==> config.mk <==
export PLATFORM = sky130hd
export DESIGN_NAME = tcc_capture_compare
export DESIGN_NICKNAME = d
export VERILOG_FILES = /design/src/tcc_pkg.sv /design/src/tcc_capture_compare.sv
export VERILOG_INCLUDE_DIRS = /design/src /design/src/src
export SDC_FILE = /design/constraint.sdc
export NUM_CORES = 1
export LEC_CHECK = 0
export ABC_AREA = 1
export BUFFER_PORTS_ARGS = -buffer_cell sky130_fd_sc_hd__buf_2
export CAP_MARGIN = 20
export CORE_ASPECT_RATIO = 1.25
export CORE_MARGIN = 2
export CORE_UTILIZATION = 36
export DETAILED_ROUTE_END_ITERATION = 10
export GPL_TIMING_DRIVEN = 0
export PLACE_DENSITY_LB_ADDON = 0.3
export SLEW_MARGIN = 20
export SYNTH_ARGS = -nofsm -noshare
export SYNTH_HDL_FRONTEND = slang
export SYNTH_SLANG_ARGS = --single-unit
==> constraint.sdc <==
create_clock -name clk -period 1.65 [get_ports clk]
set_clock_uncertainty 0.1 [all_clocks]
set_input_delay 0.33 -clock clk [delete_from_list [all_inputs] [get_ports clk]]
set_output_delay 0.33 -clock clk [all_outputs]
set_load 0.005 [all_outputs]
==> src/tcc_defs.svh <==
// constants for the timer capture / compare block
// assumes plain `define use; no code lives here
`ifndef TCC_DEFS_SVH
`define TCC_DEFS_SVH

// ----------------------------------------------------------------
// register select codes on the byte port
// ----------------------------------------------------------------
`define TCC_SEL_CAP  2'h0
`define TCC_SEL_CMPA 2'h1
`define TCC_SEL_CMPB 2'h2
`define TCC_SEL_CMPC 2'h3

// ----------------------------------------------------------------
// reset values and counts
// ----------------------------------------------------------------
`define TCC_WORD_RST 16'h0000
`define TCC_FILT_LEN 4
`define TCC_FILT_ONE 4'hf
`define TCC_FILT_ZER 4'h0

`endif

==> src/tcc_pkg.sv <==
// types shared by the timer capture / compare block
// assumes tcc_defs.svh supplies the numeric constants
`default_nettype none
package tcc_pkg;
    typedef logic [15:0] tcc_word_type;
    typedef logic [7:0]  tcc_byte_type;
    typedef logic [1:0]  tcc_sel_type;
    typedef logic [3:0]  tcc_mode_type;
endpackage

`default_nettype wire

==> src/tcc_capture_compare.sv <==
// capture unit and three compare units of a 16-bit timer
// assumes counter, prescaler and cpu decode sit outside; inputs are
// synchronous to clk and timer_tick is a one-cycle timer clock enable
`timescale 1ns/1ps
`default_nettype none
`include "tcc_defs.svh"

module tcc_capture_compare
    import tcc_pkg::*;
(
    // clock and reset
    input  wire logic         clk,
    input  wire logic         reset_n,
    input  wire logic         clk_en,
    // counter side
    input  wire tcc_word_type counter_value,
    input  wire logic         timer_tick,
    input  wire logic         counter_write,
    input  wire logic         top_reached,
    input  wire logic         bottom_reached,
    input  wire tcc_mode_type waveform_mode,
    output logic [15:0]       top_value,
    // capture control
    input  wire logic         capture_pin,
    input  wire logic         comparator_out,
    input  wire logic         comparator_capture_sel,
    input  wire logic         noise_filter_en,
    input  wire logic         edge_select,
    input  wire logic         capture_irq_enable,
    input  wire logic         capture_flag_clr,
    input  wire logic         capture_irq_ack,
    output logic              capture_flag,
    output logic              capture_irq,
    output logic [15:0]       capture_reg,
    // compare control, bit i is unit a/b/c, compare_out_mode bits 2i+1:2i
    input  wire logic [2:0]   compare_irq_enable,
    input  wire logic [2:0]   compare_flag_clr,
    input  wire logic [2:0]   compare_irq_ack,
    input  wire logic [2:0]   force_compare,
    input  wire logic [5:0]   compare_out_mode,
    output logic [2:0]        compare_flag,
    output logic [2:0]        compare_irq,
    output logic [2:0]        compare_out,
    // cpu byte port
    input  wire tcc_sel_type  cpu_sel,
    input  wire logic         cpu_hi,
    input  wire logic         cpu_wr,
    input  wire logic         cpu_rd,
    input  wire tcc_byte_type cpu_wdata,
    output logic [7:0]        cpu_rdata,
    output logic [7:0]        temp_high
);

    // ------------------------------------------------------------
    // mode decode
    // ------------------------------------------------------------
    function automatic logic f_pwm(input tcc_mode_type m);
        return !(m == 4'h0 || m == 4'h4 || m == 4'hc);
    endfunction

    function automatic logic f_cap_top(input tcc_mode_type m);
        return m == 4'h8 || m == 4'ha || m == 4'hc || m == 4'he;
    endfunction

    // non-pwm action: 01 toggle, 10 clear, 11 set
    function automatic logic f_act(input logic [1:0] md, input logic cur);
        return (md == 2'h1) ? ~cur : (md == 2'h0) ? cur : md[0];
    endfunction

    logic         pwm;
    logic         cap_top;
    logic         upd_bottom;
    assign pwm        = f_pwm(waveform_mode);
    assign cap_top    = f_cap_top(waveform_mode);
    // phase and frequency correct modes reload at bottom
    assign upd_bottom = waveform_mode == 4'h8 || waveform_mode == 4'h9;

    // ------------------------------------------------------------
    // capture path
    // ------------------------------------------------------------
    logic [3:0]   smp_reg, smp_next;
    logic         filt_reg, filt_next;
    logic         prev_reg, prev_next;
    logic [15:0]  cap_reg, cap_next;
    logic         cflag_reg, cflag_next;
    logic         det_in;
    logic         cap_evt;
    // shared holding byte, read by the capture write path below
    logic [7:0]   temp_reg, temp_next;

    // next values of the capture path
    always_comb begin
        smp_next  = {smp_reg[2:0], comparator_capture_sel ?
                     comparator_out : capture_pin};
        filt_next = filt_reg;
        if (smp_reg == `TCC_FILT_ONE) begin
            filt_next = 1'b1;
        end else if (smp_reg == `TCC_FILT_ZER) begin
            filt_next = 1'b0;
        end
        det_in    = noise_filter_en ? filt_reg : smp_reg[0];
        prev_next = det_in;
        // edge detector is off while capture_reg defines top
        cap_evt   = !cap_top && (edge_select ? (det_in && !prev_reg)
                                 : (!det_in && prev_reg));
        cap_next  = cap_reg;
        if (cap_evt) begin
            cap_next = counter_value;
        end else if (cpu_wr && !cpu_hi && cpu_sel == `TCC_SEL_CAP
                     && cap_top) begin
            cap_next = {temp_reg, cpu_wdata};
        end
        // set wins over any clear in the same cycle
        cflag_next = (cflag_reg && !capture_flag_clr && !capture_irq_ack)
                     || cap_evt;
    end

    // registers of the capture path
    always_ff @(posedge clk or negedge reset_n) begin
        if (!reset_n) begin
            smp_reg   <= 4'h0;
            filt_reg  <= 1'b0;
            prev_reg  <= 1'b0;
            cap_reg   <= `TCC_WORD_RST;
            cflag_reg <= 1'b0;
        end else if (clk_en) begin
            smp_reg   <= smp_next;
            filt_reg  <= filt_next;
            prev_reg  <= prev_next;
            cap_reg   <= cap_next;
            cflag_reg <= cflag_next;
        end
    end

    // ------------------------------------------------------------
    // compare units and shared temp byte
    // ------------------------------------------------------------
    logic [15:0]  cmp_reg [3];
    logic [15:0]  cmp_next [3];
    logic [15:0]  buf_reg [3];
    logic [15:0]  buf_next [3];
    logic [2:0]   flag_reg, flag_next;
    logic [2:0]   out_reg, out_next;
    logic [2:0]   match;
    logic         block_reg, block_next;
    logic [7:0]   rd_reg, rd_next;
    logic         upd;
    logic         wr_lo;

    // next values of compare state, temp byte and read data
    always_comb begin
        // a counter write hides matches up to and including the next tick
        block_next = counter_write ? 1'b1
                     : (timer_tick ? 1'b0 : block_reg);
        upd   = pwm && timer_tick
                && (upd_bottom ? bottom_reached : top_reached);
        wr_lo = cpu_wr && !cpu_hi;
        temp_next = temp_reg;
        if (cpu_wr && cpu_hi) begin
            temp_next = cpu_wdata;
        end else if (cpu_rd && !cpu_hi && cpu_sel == `TCC_SEL_CAP) begin
            temp_next = cap_reg[15:8];
        end
        for (int i = 0; i < 3; i++) begin
            match[i]    = timer_tick && counter_value == cmp_reg[i]
                          && !block_reg && !counter_write;
            buf_next[i] = buf_reg[i];
            cmp_next[i] = upd ? buf_reg[i] : cmp_reg[i];
            if (wr_lo && cpu_sel == 2'(i + 1)) begin
                buf_next[i] = {temp_reg, cpu_wdata};
                if (!pwm) begin
                    cmp_next[i] = {temp_reg, cpu_wdata};
                end
            end
            flag_next[i] = (flag_reg[i] && !compare_flag_clr[i]
                            && !compare_irq_ack[i]) || match[i];
            out_next[i]  = out_reg[i];
            if (!pwm && (match[i] || force_compare[i])) begin
                out_next[i] = f_act(compare_out_mode[2*i +: 2],
                                    out_reg[i]);
            end else if (pwm && compare_out_mode[2*i+1]) begin
                // single slope form: act on match, restore at bottom
                if (match[i]) begin
                    out_next[i] = compare_out_mode[2*i];
                end else if (timer_tick && bottom_reached) begin
                    out_next[i] = ~compare_out_mode[2*i];
                end
            end
        end
        // compare bytes come straight from whichever copy cpu sees
        rd_next = rd_reg;
        if (cpu_rd) begin
            unique case (cpu_sel)
                `TCC_SEL_CAP:  rd_next = cpu_hi ? temp_reg : cap_reg[7:0];
                `TCC_SEL_CMPA: rd_next = f_byte(0);
                `TCC_SEL_CMPB: rd_next = f_byte(1);
                `TCC_SEL_CMPC: rd_next = f_byte(2);
            endcase
        end
    end

    // byte of the compare copy the cpu can reach
    function automatic logic [7:0] f_byte(input int k);
        logic [15:0] w;
        w = pwm ? buf_reg[k] : cmp_reg[k];
        return cpu_hi ? w[15:8] : w[7:0];
    endfunction

    // registers of compare state; reset clears compare_out
    always_ff @(posedge clk or negedge reset_n) begin
        if (!reset_n) begin
            for (int i = 0; i < 3; i++) begin
                cmp_reg[i] <= `TCC_WORD_RST;
                buf_reg[i] <= `TCC_WORD_RST;
            end
            flag_reg  <= 3'h0;
            out_reg   <= 3'h0;
            block_reg <= 1'b0;
            temp_reg  <= 8'h00;
            rd_reg    <= 8'h00;
        end else if (clk_en) begin
            for (int i = 0; i < 3; i++) begin
                cmp_reg[i] <= cmp_next[i];
                buf_reg[i] <= buf_next[i];
            end
            flag_reg  <= flag_next;
            out_reg   <= out_next;
            block_reg <= block_next;
            temp_reg  <= temp_next;
            rd_reg    <= rd_next;
        end
    end

    // ------------------------------------------------------------
    // outputs
    // ------------------------------------------------------------
    assign capture_reg  = cap_reg;
    assign capture_flag = cflag_reg;
    assign capture_irq  = cflag_reg && capture_irq_enable;
    assign compare_flag = flag_reg;
    assign compare_irq  = flag_reg & compare_irq_enable;
    assign compare_out  = out_reg;
    assign cpu_rdata    = rd_reg;
    assign temp_high    = temp_reg;
    assign top_value    = cap_top ? cap_reg : cmp_reg[0];
endmodule

`default_nettype wire

[Yosys cells after proc, flatten, opt, wreduce, memory -nomap -nowiden]
Cells that the tools add are included.
Cells by class
  equality and inequality tests: 19
  reduce and logical (&&, ||, !) cells: 94
  bitwise logic cells: 7
  muxes and demuxes: 48
Operator list (number)
  16-bit 2-to-1 mux: 15
  16-bit equality test: 3
  8-bit 2-to-1 mux: 6
  1-bit logical AND: 39
  8-bit case mux with 4 select lines: 1
  1-bit 2-to-1 mux: 26
  4-bit equality test (second input constant): 6
  2-bit AND reduction: 8
  1-bit zero test: 15
  2-bit nonzero test: 7
  1-bit logical OR: 13
  4-bit AND reduction: 3
  3-bit inequality test (second input constant): 3
  3-bit nonzero test: 3
  2-bit by 1-bit equality test with 1-bit output (second input constant): 4
  2-bit zero test: 4
  4-bit zero test: 2
  1-bit inverter: 6
  2-bit equality test (second input constant): 2
  4-bit by 3-bit equality test with 1-bit output (second input constant): 1
  3-bit bitwise AND: 1
Storage, ports and cells
  input port bits: 66
  output and inout bits: 59
  register bits after elaboration: 142
  word-level logic and storage cells: 186

[Depth between registers and ports, before layout]
Gate-level depths: netlist of the first run.
  depth in word-level cells: 9
  gate-level depth with buffers: 13
  depth with buffers taken out: 13

[Worst setup path after synthesis of the first run]
OpenSTA, ideal clock, no wires.
  path kind: input to register
  start: in waveform_mode[2]
  end: reg cmp_reg[37] in the netlist's numbering
  library setup time: 0.130 ns
  data arrival time: 1.318 ns
  required time: 1.420 ns
  setup slack: 0.102 ns
  path buffers: 2
  stages on the path: 8
  cell sequence: inv_1 nand2_1 nor2_1 o2111ai_2 buf_4 buf_4 o211ai_1 o31ai_1
On the way
  word-level cells in the longest chain between the ends: 9
  elaborated cells between the ends (all ways): 15
  those cells by class: eq/ne: 4; mux: 4; reduce/logical: 7
RTL lines
  start: declaration: line tcc_capture_compare.sv:21  | input wire tcc_mode_type waveform_mode,
  4-bit by 3-bit equality test with 1-bit output or 4-bit zero test (tied branches): line tcc_capture_compare.sv:58  | return !(m == 4'h0 || m == 4'h4 || m == 4'hc);
  1-bit logical OR (2 in a row): line tcc_capture_compare.sv:58
  1-bit zero test: line tcc_capture_compare.sv:58
  1-bit logical AND: line tcc_capture_compare.sv:155  | upd = pwm && timer_tick
  1-bit logical AND: line tcc_capture_compare.sv:156  | && (upd_bottom ? bottom_reached : top_reached);
  16-bit 2-to-1 mux: line tcc_capture_compare.sv:168  | cmp_next[i] = upd ? buf_reg[i] : cmp_reg[i];
  16-bit 2-to-1 mux: line tcc_capture_compare.sv:171  | if (!pwm) begin
  16-bit 2-to-1 mux *: line tcc_capture_compare.sv:169  | if (wr_lo && cpu_sel == 2'(i + 1)) begin
  end signal: indexed assignment: line tcc_capture_compare.sv:213  | cmp_reg[i] <= `TCC_WORD_RST;
  end signal: indexed assignment: line tcc_capture_compare.sv:223  | cmp_reg[i] <= cmp_next[i];
  end: declaration: line tcc_capture_compare.sv:138  | logic [15:0] cmp_reg [3];
Mark *: on every way between the ends. The rest lies on a longest branch, timed or not.
A chain may end at the register's enable or synchronous reset.

[Worst setup path after layout of the first run]
  start: reg smp_reg[0]
  end: reg cap_reg[9] (netlist: capture_reg[9])
On the way
  word-level cells in the longest chain between the ends: 7
  elaborated cells between the ends (all ways): 9
  those cells by class: mux: 3; reduce/logical: 6
RTL lines
  start: declaration: line tcc_capture_compare.sv:81  | logic [3:0] smp_reg, smp_next;
  start signal: assignment: line tcc_capture_compare.sv:127  | smp_reg <= smp_next;
  1-bit 2-to-1 mux *: line tcc_capture_compare.sv:101  | det_in = noise_filter_en ? filt_reg : smp_reg[0];
  1-bit zero test: line tcc_capture_compare.sv:105  | : (!det_in && prev_reg));
  1-bit logical AND: line tcc_capture_compare.sv:105
  1-bit 2-to-1 mux *: line tcc_capture_compare.sv:104  | cap_evt = !cap_top && (edge_select ? (det_in && !prev_reg)
  1-bit logical AND *: line tcc_capture_compare.sv:104
  2-bit nonzero test (no line)
  2-bit AND reduction (no line)
  end signal: assignment: line tcc_capture_compare.sv:124  | cap_reg <= `TCC_WORD_RST;
  end signal: assignment: line tcc_capture_compare.sv:130  | cap_reg <= cap_next;
  end: declaration: line tcc_capture_compare.sv:84  | logic [15:0] cap_reg, cap_next;
Marked as above.

==> metrics, run 1 <==
synth top area cells dfrtp_1 (42%), nand2_1 (17%), o21ai_0 (10%); # port buffers 124; fill cell count 2344; Crit-path slowest cell dfrtp_1; layout cells sized above 1 0.2852; synthesized flop and latch total 142; setup ws final -0.03247 ns; cells on worst reg2reg path 9; Cell Chain, Critical Path inv_2 > o21ai_4 > nand2_2 > o221ai_4 > or2_4 > nand2_8 > buf_8 > nor2_2 > a21oi_2; largest net degree at the start of global routing between 70 and 80; Leak 5.394 nW; Worst Setup SP smp_reg[0]; Max Clk Rate 0.5944 GHz; first-pass GRT wire length 52620 um; Mapped Cells 1182; FF-to-FF Start smp_reg[0]; vias in the first global route 8762; share of the synthesized area in the top cell type 0.4234; Initial Utilization 0.3655; worst skew pair latency 0.44 ns; final hold vios 0; gpl congestion about 1.0; CTS tree built; CP Max Fanout 7; drt drc 0; Final Power 13.75 mW; Max-Cap Viols 0; drt first pass iters 6; Setup violations, final 12; syn avg cell area approximately 7 um^2; Tot GR Track Use 0.2889; number of DRC markers in iteration 0 between 700 and 800; Mapped Area 8392 um^2; WP buf/inv 2; Mapped Nets 1248; status finished with violations; register area 3565 um^2; failing checks negative setup slack; CTS buffer count 17; synthesis-to-layout area growth 30.04%; routed vias 9320; part of the cycle the worst path needs 1.020; reg2reg end capture_reg[9]; Synth area leader dfrtp_1; Startpoint Class flop; number of flops mapped to enable cells by yosys 0; GRT Residual Overflow 0; fin util 0.4753; CTS max path bufs 2; net count reported at finish 1438; Critical Path End capture_reg[9]; std cell rows 62; H-Tree Depth 4; setup TNS -0.2423 ns; Worst Hold Class in2reg; Tightest Pin Transition between 0.6 and 0.7 ns; WL/cell 21.76 um; VDD IR-drop max 0.0007370 V; WP data required 1.92 ns; Post-synth top cells nand2_1 (391), o21ai_0 (168), dfrtp_1 (142); num ports 125; final WL between 30000 and 40000 um; Distinct cells, synth 34; Die Y 174.7 um; Die Width 140.6 um; Levels on crit path 9; yosys warns 0; die area around 25000 um^2; delay-heaviest family, CP simple AND/OR/NAND/NOR gates; post-DR vias/cell 5.568; Reg2Reg Setup Slack -0.03 ns; CTS Sinks 142; Routed Antenna Nets 0; fin crit period approximately 1.7 ns; crit-path max cell delay between 0.3 and 0.4 ns; CP endpoint kind flop; antenna violations before repair 0; post-synthesis sequential area ratio 0.4234; FFs w/ async S/R, synth 1.000; DPL Wire Length between 20000 and 30000 um; Rel. slew slack 0.5673; Worst-path clk slew approximately 0.070 ns; Root Buffer Master clkbuf_16; Multi-input gate area ~4400 um^2; Slew Viols, Final 0; CP arrival 1.95 ns; RSZ-0062 raised after global routing yes; top_reg_cell synth dfrtp_1; Core Area 22960 um^2; CP Class reg2reg; most numerous cell in the Yosys netlist nand2_1; Power Density about 1300 nW/um^2
[worst min path at each step]
stage                 startpoint      endpoint  slack (ns)  cells past startpoint
finish              cpu_wdata[2]   cmp_reg[18]        0.03                      3
global route        cpu_wdata[6]    cmp_reg[6]        0.06                      3
CTS                 cpu_wdata[2]   cmp_reg[18]        0.03                      3
detailed placement       reset_n   buf_reg[27]        0.24                      1
global placement    cpu_rdata[6]  cpu_rdata[6]        0.36                      2
floorplan                reset_n     block_reg       -0.07                      0
[cells by family (layout without fill, tap and decap cells)]
family	count (synthesis)	count (layout)	share of synthesized area
DFF	142	142	0.4234
and+or+nand+nor	523	523	0.2535
AOI/OAI and AO/OA	320	320	0.2220
xor gates and xnor gates	5	5	0.005218
other	0	1	0
buffers and inverters	192	395	0.09587
[power by group]
group,internal (mW),leakage [nW],switching [mW]
Combinational,1.88,3.42,2.77
Clock,1.94,0.258,1.67
Sequential,4.46,1.72,1.02
[per-stage QoR]
stage	cell area, um^2	std cells	setup WS [ns]	hold WS [ns]
5_1_grt	10910	1673	-0.1259	0.06025
3_3_place_gp	9373	1594	-2.079	0.3616
3_5_place_dp	9410	1595	-0.7314	0.2418
4_1_cts	10280	1649	-0.03317	0.02967
6_report	10910	1674	-0.03247	0.03336
2_1_floorplan	8392	1182	0.1018	-0.06559
[layer usage]
layer	GRT usage	vias to the layer above	part of all wire
li1	-	4261	-
met1	0.3563	4452	0.39
met2	0.4857	488	0.48
met3	0.04933	119	0.079
met4	0.1496	0	0.055
met5	0	-	0
[timing repair]
action,CTS,global route
hold buffers,1,0
buffers inserted,21,20
gates resized for setup,73,154
cloned,0,6
endpoints found under the hold margin,69,0
pin swaps,22,45
setup endpoints to repair,75,58
[final cells by class]
| type | count | area share |
|---|---|---|
| Clock inverter | 14 | 0.009860 |
| Timing Repair Buffer | 171 | 0.1026 |
| Buffer | 58 | 0.03761 |
| Tap cell | 288 | 0.03302 |
| Sequential cell | 142 | 0.3266 |
| Multi-Input combinational cell | 848 | 0.4035 |
| Inverter | 134 | 0.04724 |
| Clock buffer | 18 | 0.03933 |
| Antenna cell | 1 | 0.0002293 |
[cell usage in the layout (no fill, tap or decap), types with 4 or more instances in the layout]
cell,synthesis,layout
clkbuf_16,0,21
nor2_4,3,17
inv_2,11,26
dfrtp_2,0,9
inv_1,122,102
o211ai_1,67,67
buf_6,2,13
clkbuf_1,27,13
dfrtp_1,142,133
nor2_2,2,20
buf_12,0,4
o31ai_1,6,6
a21oi_2,8,15
a21oi_1,20,13
buf_2,16,136
clkbuf_2,0,7
o22ai_1,8,7
o21ai_1,36,52
o21ai_2,1,7
nand2_2,1,25
nor2_1,86,54
nand3_1,7,6
buf_4,13,45
nand2_1,391,366
nand4_1,19,19
inv_6,0,5
inv_4,0,5
o21ai_0,168,143
[worst reg2reg max path, stage by stage (launching register included)]
cell	delay, ns
dfrtp_1	0.38
inv_2	0.10
o21ai_4	0.08
nand2_2	0.08
o221ai_4	0.13
or2_4	0.29
nand2_8	0.12
buf_8	0.16
nor2_2	0.05
a21oi_2	0.11
No activity file was read; power rests on OpenSTA's default activity.
==> run 2, diff against run 1 <==
Settings changed: CORE_UTILIZATION 36 to 35, SKIP_LAST_GASP set to 1, SLEW_MARGIN 20 to 30.
==> run 2 against run 1 <==
  * The run still ends with negative setup slack left
  * Clock-buffer cell count increased by 2
  * Worst setup slack got worse by 0.016 ns
  * Utilization decreased by 2.3 points
  * First-iteration DRC count increased by 15%
  * Hold slack about the same
  * Cell count decreased by 0.78%
  * Global-route usage decreased by 0.41 points
  * Register-to-register slack got worse by 0.02 ns
  * Die area increased by 2.8%
  * Critical endpoint is now compare_out[2]
  * Largest power group unchanged
==> metrics, run 2 (synthesis results as in run 1) <==
Critical Path End compare_out[2]; Worst Setup SP cmp_reg[9]; first-pass GRT wire length 52320 um (-0.58%); Initial Utilization 0.3549 (-0.01060); Reg2Reg Setup Slack -0.05 ns (-0.02 ns); drt drc 0 (unchanged); Leak 5.330 nW (-1.2%); Routed Antenna Nets 0 (unchanged); CTS max path bufs 2 (unchanged); final hold vios 0 (unchanged); worst skew pair latency 0.44 ns (about the same); DPL Wire Length 26670 um (-0.27%); part of the cycle the worst path needs 1.029 (+0.009424); routed vias 9077 (-2.6%); Worst-path clk slew 0.07 ns (about the same); WL/cell 21.46 um (-1.4%); layout cells sized above 1 0.2558 (-0.02935); Hold Slack 0.03288 ns (-0.0004763 ns); net count reported at finish 1421 (-1.2%); post-DR vias/cell 5.465 (-1.8%); status finished with violations; Core Area 23650 um^2 (+3.0%); setup TNS -0.1168 ns (+0.1255 ns); number of DRC markers in iteration 0 895 (+15%); Root Buffer Master clkbuf_16; H-Tree Depth 4 (unchanged); Tightest Pin Transition 0.6935 ns (+0.04444 ns); CP Class reg2reg; cells on worst reg2reg path 11 (+2); drt first pass iters 6 (unchanged); final WL 35640 um (-2.2%); origin of the worst min-delay path cpu_wdata[2]; commonest cells after routing, fill and taps aside nand2_1 (371), o21ai_0 (145), dfrtp_1 (140); CTS buffer count 17 (unchanged); GRT Residual Overflow 0 (unchanged); std cell rows 63 (+1.6%); Max-Cap Viols 0 (unchanged); CP Max Fanout 4 (-3); CTS Sinks 142 (unchanged); WP data required 1.89 ns (-0.03 ns); FF-to-FF Start cmp_reg[9]; Die Width 142.5 um (+1.4%); Worst Hold Class in2reg; vias in the first global route 8516 (-2.8%); antenna violations before repair 0 (unchanged); failing checks negative setup slack; Die Y 177.1 um (+1.4%); synthesis-to-layout area growth 27.48%; reg2reg end compare_out[2]; die area 25240 um^2 (+2.8%); CTS tree built; Power Density 1310 nW/um^2 (+4.0%); VDD IR-drop max 0.0006552 V (-11%); num ports 125 (unchanged); CP arrival 1.94 ns (about the same); Setup violations, final 5 (-7); fin crit period 1.698 ns (+0.01555 ns); gpl congestion 1.029 (+1.4%); Max Clk Rate 0.5889 GHz (-0.92%); commonest non-fill, non-tap cell in the layout nand2_1; CP endpoint kind flop; largest net degree at the start of global routing 76 (+2.7%); Tot GR Track Use 0.2848 (-0.004094); Startpoint Class flop; Rel. slew slack 0.5377 (-0.02963); # port buffers 124 (unchanged); RSZ-0062 raised after global routing yes; setup ws final -0.04802 ns (-0.01555 ns); Slew Viols, Final 0 (unchanged)
run 2: changes by cell type in the layout (fill, tap and decap cells not counted), sizes merged:
cell | before | now
clkinv | 7 | 3
buf | 202 | 185
inv | 138 | 135
clkbuf | 44 | 46
clkinvlp | 3 | 5
bufinv | 0 | 3
run 2: cell type report:
| type | count | area, um^2 |
|---|---|---|
| Antenna cell | 1 | 2.502 |
| Buffer | 58 | 364.1 |
| Clock buffer | 20 | 466.7 |
| Clock inverter | 12 | 158.9 |
| Fill cell | 2421 | 12950 |
| Inverter | 134 | 505.5 |
| Multi-Input combinational cell | 848 | 4360 |
| Sequential cell | 142 | 3556 |
| Tap cell | 292 | 365.4 |
| Timing Repair Buffer | 154 | 918.4 |
run 2: per-stage QoR:
step / instance area, um^2 / total power [mW] / setup slack [ns] / utilization / instances
4_1_cts: 10350 / 13.68 / -0.03301 / 0.4377 / 1652
3_3_place_gp: 9378 / 9.271 / -2.097 / 0.3966 / 1598
6_report: 10700 / 14.01 / -0.04802 / 0.4524 / 1661
5_1_grt: 10700 / 14.79 / -0.1234 / 0.4523 / 1660
3_5_place_dp: 9415 / 9.336 / -0.6752 / 0.3981 / 1599
2_1_floorplan: 8392 / 7.478 / 0.1018 / - / 1182
run 2: worst min path at each step:
stage              endpoint  slack (ns)  cells past startpoint
6_report        cmp_reg[18]        0.03                      3
5_1_grt          cmp_reg[6]        0.04                      3
4_1_cts           block_reg        0.02                      3
3_5_place_dp    buf_reg[27]        0.27                      1
3_3_place_gp   cpu_rdata[0]        0.36                      2
2_1_floorplan     block_reg       -0.07                      0
run 2: what timing repair did:
item,4_1_cts,5_1_grt
pin swaps,26,33
endpoints found under the hold margin,74,0
cloned,0,1
buffers inserted,20,8
setup endpoints to repair,73,66
resized for setup,65,100
hold buffers,1,0
run 2: worst max-delay path: stages (launching register included):
cell,delay [ns]
dfrtp_1,0.43
inv_1,0.09
nand2_1,0.07
nand4_1,0.09
nor2_2,0.29
nand3_4,0.14
nand2_4,0.08
nand2_2,0.06
nand2_1,0.06
nand2_1,0.05
nand2_1,0.07
nand2_1,0.04
run 2: per-layer routing:
metal | part of all wire | up-vias | track usage
li1 | - | 4224 | -
met1 | 0.39 | 4302 | 0.3508
met2 | 0.49 | 460 | 0.4774
met3 | 0.068 | 91 | 0.04735
met4 | 0.052 | 0 | 0.1489
met5 | 0 | - | 0
run 2: power by group:
group	switching [mW]	internal [mW]
Sequential	0.998	4.45
Combinational	2.69	1.75
Clock	1.62	2.50
